[config.mk]
export PLATFORM = sky130hd
export DESIGN_NAME = glc_regs
export DESIGN_NICKNAME = d
export VERILOG_FILES = /design/src/logic/glc_pkg.sv /design/src/logic/glc_regs.sv
export SDC_FILE = /design/constraint.sdc
export NUM_CORES = 1
export LEC_CHECK = 0
export ABC_AREA = 1
export BUFFER_PORTS_ARGS = -buffer_cell sky130_fd_sc_hd__buf_2
export CORE_UTILIZATION = 51
export CTS_CLUSTER_SIZE = 24
export DETAILED_ROUTE_END_ITERATION = 6
export PLACE_DENSITY = 0.82
export SETUP_SLACK_MARGIN = 0.15
export SYNTH_ARGS = -nofsm -noshare
export SYNTH_HDL_FRONTEND = slang
export SYNTH_SLANG_ARGS = --single-unit
[constraint.sdc]
create_clock -name pclk -period 2.8 [get_ports pclk]
set_input_delay 0.42 -clock pclk [delete_from_list [all_inputs] [get_ports pclk]]
set_output_delay 0.42 -clock pclk [all_outputs]
set_load 0.02 [all_outputs]
[src/logic/glc_pkg.sv]
package glc_pkg;

  // Register indices; byte address is four times the index
  localparam logic [7:0] IDX_RST = 8'h01;
  localparam logic [7:0] IDX_GCFG = 8'h02;
  localparam logic [7:0] IDX_TERM = 8'h03;
  localparam logic [7:0] IDX_JCFG = 8'h04;

  // Global config fields
  localparam int GCFG_STD_POS = 2;
  localparam int GCFG_INT_LSB = 0;

  // Termination fields
  localparam int TERM_TX_LSB = 3;
  localparam int TERM_RX_LSB = 0;

  // Jitter attenuator fields
  localparam int JCFG_LIMIT_POS = 5;
  localparam int JCFG_PLACE_LSB = 3;
  localparam int JCFG_DEPTH_LSB = 1;
  localparam int JCFG_BW_POS = 0;

  // Reset values
  localparam logic RST_LINE_STD = 1'h0;
  localparam logic [1:0] RST_INT_STYLE = 2'h0;
  localparam logic [2:0] RST_TX_TERM = 3'h0;
  localparam logic [2:0] RST_RX_TERM = 3'h0;
  localparam logic RST_LIMIT = 1'h1;
  localparam logic [1:0] RST_PLACE = 2'h0;
  localparam logic [1:0] RST_DEPTH = 2'h0;
  localparam logic RST_BW = 1'h0;

  // Attenuator placement codes
  localparam logic [1:0] PLACE_TX = 2'h1;
  localparam logic [1:0] PLACE_RX = 2'h3;

  // Elastic buffer depths in bits
  localparam logic [7:0] DEPTH_128 = 8'h80;
  localparam logic [7:0] DEPTH_64 = 8'h40;
  localparam logic [7:0] DEPTH_32 = 8'h20;

  // Settling time after a line standard change
  localparam int SETTLE_US = 50;
  localparam int CLK_MHZ = 100;
  localparam int SETTLE_CYC = SETTLE_US * CLK_MHZ;

endpackage

[src/logic/glc_regs.sv]
`timescale 1ns/1ps
module glc_regs #(
  parameter int ADDR_W = 8
) (
  input wire logic pclk,
  input wire logic presetn,
  input wire logic psel,
  input wire logic penable,
  input wire logic pwrite,
  input wire logic [ADDR_W-1:0] paddr,
  input wire logic [31:0] pwdata,
  output logic [31:0] prdata,
  output logic pready,
  output logic pslverr,
  input wire logic driver_release,
  output logic soft_reset_pulse,
  output logic driver_hiz,
  output logic line_t1,
  output logic int_open_drain,
  output logic int_active_high,
  output logic [1:0] tx_term_sel,
  output logic tx_term_external,
  output logic [1:0] rx_term_sel,
  output logic rx_term_external,
  output logic jitter_limit_mode_mode,
  output logic ja_in_tx,
  output logic ja_in_rx,
  output logic [7:0] ja_depth_bits,
  output logic ja_low_bw,
  output logic settle_busy
);

  initial begin
    if (ADDR_W < 5 || ADDR_W > 16) begin
      $error("glc_regs: ADDR_W must be 5 to 16");
    end
  end

  ////////////////////////////////////////////////////////////////////////////
  // Bus decode

  logic pready_ff;
  logic pslverr_ff;
  logic [31:0] prdata_ff;
  logic [ADDR_W-3:0] word;
  logic aligned;
  logic hit_rst;
  logic hit_gcfg;
  logic hit_term;
  logic hit_jcfg;
  logic mapped;
  logic fire;
  logic wr_fire;
  logic soft_rst;

  assign word = paddr[ADDR_W-1:2];
  assign aligned = (paddr[1:0] == 2'h0);
  assign hit_rst = aligned && (word == (ADDR_W-2)'(glc_pkg::IDX_RST));
  assign hit_gcfg = aligned && (word == (ADDR_W-2)'(glc_pkg::IDX_GCFG));
  assign hit_term = aligned && (word == (ADDR_W-2)'(glc_pkg::IDX_TERM));
  assign hit_jcfg = aligned && (word == (ADDR_W-2)'(glc_pkg::IDX_JCFG));
  assign mapped = hit_rst || hit_gcfg || hit_term || hit_jcfg;
  assign fire = psel && penable && pready_ff;
  assign wr_fire = fire && pwrite && mapped;
  assign soft_rst = wr_fire && hit_rst;

  ////////////////////////////////////////////////////////////////////////////
  // Field storage

  logic line_std_ff;
  logic [1:0] int_style_ff;
  logic [2:0] tx_term_ff;
  logic [2:0] rx_term_ff;
  logic limit_ff;
  logic [1:0] place_ff;
  logic [1:0] depth_ff;
  logic bw_ff;

  // Line standard survives soft reset
  always_ff @(posedge pclk or negedge presetn) begin
    if (!presetn) begin
      line_std_ff <= glc_pkg::RST_LINE_STD;
    end else if (wr_fire && hit_gcfg) begin
      line_std_ff <= pwdata[glc_pkg::GCFG_STD_POS];
    end
  end

  always_ff @(posedge pclk or negedge presetn) begin
    if (!presetn) begin
      int_style_ff <= glc_pkg::RST_INT_STYLE;
    end else if (soft_rst) begin
      int_style_ff <= glc_pkg::RST_INT_STYLE;
    end else if (wr_fire && hit_gcfg) begin
      int_style_ff <= pwdata[glc_pkg::GCFG_INT_LSB +: 2];
    end
  end

  always_ff @(posedge pclk or negedge presetn) begin
    if (!presetn) begin
      tx_term_ff <= glc_pkg::RST_TX_TERM;
      rx_term_ff <= glc_pkg::RST_RX_TERM;
    end else if (soft_rst) begin
      tx_term_ff <= glc_pkg::RST_TX_TERM;
      rx_term_ff <= glc_pkg::RST_RX_TERM;
    end else if (wr_fire && hit_term) begin
      tx_term_ff <= pwdata[glc_pkg::TERM_TX_LSB +: 3];
      rx_term_ff <= pwdata[glc_pkg::TERM_RX_LSB +: 3];
    end
  end

  always_ff @(posedge pclk or negedge presetn) begin
    if (!presetn) begin
      limit_ff <= glc_pkg::RST_LIMIT;
      place_ff <= glc_pkg::RST_PLACE;
      depth_ff <= glc_pkg::RST_DEPTH;
      bw_ff <= glc_pkg::RST_BW;
    end else if (soft_rst) begin
      limit_ff <= glc_pkg::RST_LIMIT;
      place_ff <= glc_pkg::RST_PLACE;
      depth_ff <= glc_pkg::RST_DEPTH;
      bw_ff <= glc_pkg::RST_BW;
    end else if (wr_fire && hit_jcfg) begin
      limit_ff <= pwdata[glc_pkg::JCFG_LIMIT_POS];
      place_ff <= pwdata[glc_pkg::JCFG_PLACE_LSB +: 2];
      depth_ff <= pwdata[glc_pkg::JCFG_DEPTH_LSB +: 2];
      bw_ff <= pwdata[glc_pkg::JCFG_BW_POS];
    end
  end

  ////////////////////////////////////////////////////////////////////////////
  // Bus answer: one wait state, then ready

  logic [31:0] nxt_prdata;

  always_comb begin
    nxt_prdata = 32'h0000_0000;
    if (hit_gcfg) begin
      nxt_prdata[glc_pkg::GCFG_STD_POS] = line_std_ff;
      nxt_prdata[glc_pkg::GCFG_INT_LSB +: 2] = int_style_ff;
    end else if (hit_term) begin
      nxt_prdata[glc_pkg::TERM_TX_LSB +: 3] = tx_term_ff;
      nxt_prdata[glc_pkg::TERM_RX_LSB +: 3] = rx_term_ff;
    end else if (hit_jcfg) begin
      nxt_prdata[glc_pkg::JCFG_LIMIT_POS] = limit_ff;
      nxt_prdata[glc_pkg::JCFG_PLACE_LSB +: 2] = place_ff;
      nxt_prdata[glc_pkg::JCFG_DEPTH_LSB +: 2] = depth_ff;
      nxt_prdata[glc_pkg::JCFG_BW_POS] = bw_ff;
    end
  end

  always_ff @(posedge pclk or negedge presetn) begin
    if (!presetn) begin
      pready_ff <= 1'b0;
      pslverr_ff <= 1'b0;
      prdata_ff <= 32'h0000_0000;
    end else begin
      pready_ff <= psel && penable && !pready_ff;
      pslverr_ff <= psel && penable && !pready_ff && !mapped;
      if (psel && penable && !pready_ff && !pwrite) begin
        prdata_ff <= nxt_prdata;
      end else begin
        prdata_ff <= 32'h0000_0000;
      end
    end
  end

  ////////////////////////////////////////////////////////////////////////////
  // Soft reset effects and settle timer

  logic soft_pulse_ff;
  logic driver_hiz_ff;
  logic [$clog2(glc_pkg::SETTLE_CYC+1)-1:0] settle_cnt_ff;

  always_ff @(posedge pclk or negedge presetn) begin
    if (!presetn) begin
      soft_pulse_ff <= 1'b0;
    end else begin
      soft_pulse_ff <= soft_rst;
    end
  end

  // Set wins over release
  always_ff @(posedge pclk or negedge presetn) begin
    if (!presetn) begin
      driver_hiz_ff <= 1'b1;
    end else if (soft_rst) begin
      driver_hiz_ff <= 1'b1;
    end else if (driver_release) begin
      driver_hiz_ff <= 1'b0;
    end
  end

  // Counts the clocking settle time after a standard change
  always_ff @(posedge pclk or negedge presetn) begin
    if (!presetn) begin
      settle_cnt_ff <= '0;
    end else if (wr_fire && hit_gcfg && (pwdata[glc_pkg::GCFG_STD_POS] != line_std_ff)) begin
      settle_cnt_ff <= ($clog2(glc_pkg::SETTLE_CYC+1))'(glc_pkg::SETTLE_CYC);
    end else if (settle_cnt_ff != '0) begin
      settle_cnt_ff <= settle_cnt_ff - 1'b1;
    end
  end

  ////////////////////////////////////////////////////////////////////////////
  // Decoded controls

  logic line_t1_ff, int_od_ff, int_ah_ff, tx_ext_ff, rx_ext_ff, limit_out_ff;
  logic ja_tx_ff, ja_rx_ff, low_bw_ff, settle_ff;
  logic [1:0] tx_sel_ff, rx_sel_ff;
  logic [7:0] depth_bits_ff;

  always_ff @(posedge pclk or negedge presetn) begin
    if (!presetn) begin
      line_t1_ff <= 1'b0;
      int_od_ff <= 1'b1;
      int_ah_ff <= 1'b0;
    end else begin
      line_t1_ff <= line_std_ff;
      int_od_ff <= !int_style_ff[0];
      int_ah_ff <= (int_style_ff == 2'h3);
    end
  end

  always_ff @(posedge pclk or negedge presetn) begin
    if (!presetn) begin
      tx_sel_ff <= 2'h0;
      tx_ext_ff <= 1'b0;
      rx_sel_ff <= 2'h0;
      rx_ext_ff <= 1'b0;
    end else begin
      tx_sel_ff <= tx_term_ff[1:0];
      tx_ext_ff <= tx_term_ff[2] && !line_std_ff;
      rx_sel_ff <= rx_term_ff[1:0];
      rx_ext_ff <= rx_term_ff[2];
    end
  end

  always_ff @(posedge pclk or negedge presetn) begin
    if (!presetn) begin
      limit_out_ff <= 1'b1;
      ja_tx_ff <= 1'b0;
      ja_rx_ff <= 1'b0;
      depth_bits_ff <= glc_pkg::DEPTH_128;
      low_bw_ff <= 1'b0;
      settle_ff <= 1'b0;
    end else begin
      limit_out_ff <= limit_ff;
      ja_tx_ff <= (place_ff == glc_pkg::PLACE_TX);
      ja_rx_ff <= (place_ff == glc_pkg::PLACE_RX);
      if (depth_ff[1]) begin
        depth_bits_ff <= glc_pkg::DEPTH_32;
      end else if (depth_ff[0]) begin
        depth_bits_ff <= glc_pkg::DEPTH_64;
      end else begin
        depth_bits_ff <= glc_pkg::DEPTH_128;
      end
      low_bw_ff <= bw_ff;
      settle_ff <= (settle_cnt_ff != '0);
    end
  end

  assign prdata = prdata_ff;
  assign pready = pready_ff;
  assign pslverr = pslverr_ff;
  assign soft_reset_pulse = soft_pulse_ff;
  assign driver_hiz = driver_hiz_ff;
  assign line_t1 = line_t1_ff;
  assign int_open_drain = int_od_ff;
  assign int_active_high = int_ah_ff;
  assign tx_term_sel = tx_sel_ff;
  assign tx_term_external = tx_ext_ff;
  assign rx_term_sel = rx_sel_ff;
  assign rx_term_external = rx_ext_ff;
  assign jitter_limit_mode_mode = limit_out_ff;
  assign ja_in_tx = ja_tx_ff;
  assign ja_in_rx = ja_rx_ff;
  assign ja_depth_bits = depth_bits_ff;
  assign ja_low_bw = low_bw_ff;
  assign settle_busy = settle_ff;
endmodule

# == After elaboration in Yosys (flattened, before gate mapping) ==
# Index checks and enable logic that the tools add are counted.
# totals
word_cells,93
latch_bits,0
n_memories,0
romBits,0
ff_bits,86
mem_bits_rw,0
inputBits,46
out_inout_bits,58
# op_classes
div,0
shifts,0
reduce_logical,32
eq_ne,8
bitwise_logic,0
mul,0
mux,25
add_sub_neg,1
n_lt_le_gt_ge,0
# op_table
op,count
13-bit 2-to-1 mux,2
3-bit 2-to-1 mux,6
6-bit 2-to-1 mux,3
1-bit logical AND,17
8-bit 2-to-1 mux,2
13-bit nonzero test,1
"13-bit by 1-bit subtractor with 13-bit output, second input constant",1
"6-bit by 2-bit == test with 1-bit output, second input constant",2
2-bit 2-to-1 mux,6
2-bit nonzero test,5
"6-bit by 1-bit == test with 1-bit output, second input constant",1
"6-bit by 3-bit == test with 1-bit output, second input constant",1
1-bit 2-to-1 mux,6
1-bit zero test,5
"2-bit == test, second input constant",2
1-bit logical OR,3
"2-bit by 1-bit == test with 1-bit output, second input constant",1
2-bit zero test,1
1-bit inequality test,1

# == Longest topological paths before layout ==
# depth
ltp_word,9
mapped_depth,11
mapped_depth_nobuf,11

# == Worst setup path after synthesis ==
# Ideal clock, no wire load.
# synth_path
path_kind,input port to flip-flop
startpoint,in paddr[7]
endpoint,reg bw_ff
required_ns,2.682
t_arrival_ns,1.366
path_stages,9
n_path_buf,1
setup_time_ns,0.118
slack_ns,1.316
cell_sequence,nor2_2 -> nand2_4 -> nor2_4 -> nor2_2 -> nand2_4 -> nand3_4 -> buf_6 -> nand3_1 -> nand2_1
# synth_between
elab_chain_cells,8
word_cells_on_any_way,16
cone_classes,4 x eq/ne; 1 x mux; 11 x reduce/logical
# synth_lines
element,line,source
from (decl),glc_regs.sv:10,"input wire logic [ADDR_W-1:0] paddr,"
6-bit by 1-bit == test with 1-bit output / 6-bit by 2-bit == test with 1-bit output (equally long branches),"glc_regs.sv:58, glc_regs.sv:59",
1-bit logical AND (on tied branches),"glc_regs.sv:58, glc_regs.sv:59",
1-bit logical OR (3 in series),glc_regs.sv:62,assign mapped = hit_rst || hit_gcfg || hit_term || hit_jcfg;
1-bit logical AND,glc_regs.sv:64,assign wr_fire = fire && pwrite && mapped;
1-bit logical AND (on tied branches),"glc_regs.sv:65, glc_regs.sv:122",
1-bit 2-to-1 mux / 2-bit nonzero test (equally long branches),--,
to (signal assigned),glc_regs.sv:116,bw_ff <= glc_pkg::RST_BW;
to (signal assigned),glc_regs.sv:121,bw_ff <= glc_pkg::RST_BW;
to (signal assigned),glc_regs.sv:126,bw_ff <= pwdata[glc_pkg::JCFG_BW_POS];
to (decl),glc_regs.sv:77,logic bw_ff;
# Several ways; a longest one is shown, not always the timed one.
# A chain may end at the register's enable or synchronous reset.

# == Worst setup path in the final report ==
# layout_path
startpoint,reg settle_cnt_ff[0] in the netlist's numbering
endpoint,reg settle_cnt_ff[6] in the netlist's numbering
# layout_between
elab_chain_cells,3
word_cells_on_any_way,5
cone_classes,1 x add/sub; 2 x mux; 2 x reduce/logical
# layout_lines
element,line,source
from (decl),glc_regs.sv:172,logic [$clog2(glc_pkg::SETTLE_CYC+1)-1:0] settle_cnt_ff;
from (signal assigned),glc_regs.sv:198,settle_cnt_ff <= ($clog2(glc_pkg::SETTLE_CYC+1))'(glc_pkg::SETTLE_CYC);
from (signal assigned),glc_regs.sv:200,settle_cnt_ff <= settle_cnt_ff - 1'b1;
13-bit by 1-bit subtractor with 13-bit output,glc_regs.sv:200,
13-bit 2-to-1 mux,glc_regs.sv:199,end else if (settle_cnt_ff != '0) begin
13-bit 2-to-1 mux,glc_regs.sv:197,end else if (wr_fire && hit_gcfg && (pwdata[glc_pkg::GCFG_STD_POS] != line_std_ff)) begin
# Several ways; a longest one is shown, not always the timed one. The select of a mux whose other input is x is not followed.

==> summary.txt <==
Final layout
  – Register area: 0.00138 sq mm
  – Antenna Cells: 0
  – Share of cells above drive strength 1: 0.223
  – Synthesis-to-layout area growth: 10.5%
  – Nets: 433
  – Fillers: 481
  – Area occupied by multi-input gates: 0.00114 sq mm

Drt
  – 1st-iter DRT viols: 140
  – DR vias/cell: 4.66
  – Remaining DRCs: 0
  – Post-route ant nets: 0
  – First-pass iteration count of the detailed router: 4
  – Vias: 2124
  – Routed wire length: 5.11 mm
  – WL/cell: 11.2 um

Floorplanning
  – Chip width: 77.0 um
  – Die height: 77.0 um
  – Core area: 0.00527 sq mm
  – Ports: 104
  – Number of core rows: 26
  – Die area: 0.00592 sq mm
  – Initial Utilization: 0.544

Global route
  – Pin count of the biggest net entering global routing: 36
  – First-pass GRT wire length: 8.54 mm
  – Overall routing resource usage: 0.183
  – Initial antenna violation count: 0
  – Vias in the first global route: 1893
  – Grt total ovfl: 0

CTS
  – # Post-CTS Setup Buffers: 0
  – Longest Clk Path Bufs: 2
  – Root buffer cell: clkbuf_8
  – Worst-skew pair later-pin latency: 0.30 ns
  – Post-cts sizing count: 0
  – H-tree lvl count: 2
  – Hold buffer count at cts: 0
  – TritonCTS clock tree: done
  – CTS Sinks: 55
  – Clock-pin transition on the worst setup and hold timing paths: 0.10 ns
  – Number of CTS-inserted buffers: 5

Synthesis
  – Most used DFF post-synth: dfrtp_1
  – Area contributors post-synth: dfrtp_1, nand2_1, buf_4
  – Share of the synthesized area in the top cell type: 0.437
  – Cells after Synth: 334
  – Most frequent cells after synthesis: nand2_1, inv_1, dfrtp_1
  – Synth Area per Inst: 8.58 sq um
  – Post-synthesis instance area: 0.00287 sq mm
  – Number of synthesized register bits: 55
  – Yosys warnings: 0
  – Cell variety after synth: 25
  – Most instantiated library cell after synthesis: nand2_1
  – Sequential cell area fraction in the yosys report: 0.483
  – Async SR Flop Fraction: 1.00
  – Post-synth EDFFs: 0
  – Top cell type by total area after synthesis: dfrtp_1

Power
  – Comb power frac: 0.077
  – Peak supply drop: 0.288 mV
  – Sw Share: 0.233
  – Sequential group share of total power: 0.556
  – P_leak: 1.79 nW
  – Power Dens Cells: 458 mW/mm^2
  – Power Internal: 0.00111 W
  – Clock power share: 0.367
  – Net Sw Power: 0.000338 W

Timing
  – Final Hold Viols: 0
  – Final min period: 1.68 ns
  – Fin crit share: 0.599
  – Post-route setup TNS: 0 ns
  – Max Clock Freq: 597 MHz
  – Hold Worst Slack: 0.0479 ns
  – Final setup fails: 0
  – Final Max Slew Viols: 0
  – Clk_skew: 0.0113 ns
  – RSZ-0062 raised after global routing: no

Setup path
  – CP required: 3.01 ns
  – Critical Path Start Type: flop
  – Worst Setup End Kind: flop
  – Critical path arrival: 1.89 ns
  – Crit Path Category: reg -> reg
  – Crit path max fanout: 4

Min path
  – Hold Crit Class: in -> async

Run
  – Max-cap violations: 0

Place
  – I/O Buffers: 46
  – Post-DP HPWL: 3.92 mm
  – GPL Wtd Cong: 0.832

Run status
  – Status: finished clean
routing by layer:
layer  global-route usage  wire [um]
met5                    0          0
met4               0.0404         52
met3               0.0357        307
met2                0.310       2570
met1                0.241       2180
power by group through the flow:
stage / registers, W / clock network (W) / logic [W]
CTS: 0.000806 / 0.000544 / 0.000112
finish: 0.000806 / 0.000532 / 0.000112
floorplan: 0.000824 / 0 / 0.0000984
detailed placement: 0.000821 / 0 / 0.000112
global route: 0.000807 / 0.000574 / 0.000125
global placement: 0.000821 / 0 / 0.000110
area by class of cell:
type	instances	area share
repair buffers	47	0.0751
clock inverters	2	0.0111
flip-flops and latches	55	0.437
clock buffers	6	0.0261
well taps	70	0.0277
multi-input cells	223	0.360
inverters	53	0.0628
sequential cells by signal (all words and copies together) (netlist names), 2 cells and up:
register / flops
settle_cnt_ff: 13
prdata: 6
ja_depth_bits: 3
rx_term_ff: 3
tx_term_ff: 3
depth_ff: 2
int_style_ff: 2
place_ff: 2
rx_term_sel: 2
tx_term_sel: 2
critical path: stages (launching register included):
cell	delay [ns]
dfrtp_1	0.39
inv_1	0.12
ha_1	0.20
nand2_1	0.10
nor3_1	0.37
nand2_1	0.12
xor2_1	0.14
inv_1	0.05
nand2_1	0.06
inv_1	0.04
cell families after synthesis:
group / share of synthesized area
adder cells (fa/ha/maj): 0.00873
XOR/XNOR: 0.0214
buffers and inverters: 0.159
flip-flops: 0.483
AO/OA/AOI/OAI: 0.0371
AND/OR/NAND/NOR: 0.290
other: 0.00131
per-stage QoR:
step            util  cells  total power (W)  instance area (sq um)  setup slack [ns]
2_1_floorplan      -    364         0.000922                   2980              1.32
3_3_place_gp   0.578    448         0.000931                   3050              1.09
3_5_place_dp   0.578    448         0.000933                   3050              1.05
4_1_cts        0.601    456          0.00146                   3170              1.14
5_1_grt        0.601    456          0.00151                   3170             0.905
6_report       0.601    456          0.00145                   3170              1.12
cell usage in the layout, fill, tap and decap left out:
| cell type | n |
|---|---|
| dfrtp_1 | 50 |
| nand4_4 | 1 |
| buf_4 | 1 |
| inv_1 | 52 |
| nand4_1 | 6 |
| a21oi_1 | 6 |
| nor2_4 | 9 |
| bufinv_16 | 1 |
| o211ai_1 | 4 |
| xor2_1 | 7 |
| clkinv_2 | 1 |
| clkbuf_8 | 6 |
| nand3_1 | 30 |
| nor3_1 | 6 |
| buf_2 | 46 |
| nand2_4 | 2 |
| dfstp_2 | 5 |
| inv_2 | 1 |
| nor2_2 | 5 |
| nor2_1 | 22 |
| conb_1 | 31 |
| nand3_4 | 2 |
| o21ai_0 | 6 |
| nand2_1 | 77 |
| o21bai_1 | 1 |
| o21ai_2 | 1 |
| ha_1 | 2 |
| nand2_2 | 5 |
worst paths after layout:
path,from,end,slack [ns],cells after the start
setup / recovery,settle_cnt_ff[0],settle_cnt_ff[6],1.12,9
hold / removal,presetn,settle_cnt_ff[5],0.05,1
setup reg to reg,settle_cnt_ff[0],settle_cnt_ff[6],1.12,9
hold reg to reg,limit_ff,jitter_limit_mode_mode,0.38,0
max in group asynchronous,presetn,jitter_limit_mode_mode,1.93,2
min in group pclk,driver_release,driver_hiz,0.29,2
Power figures use the tool's default switching activity.
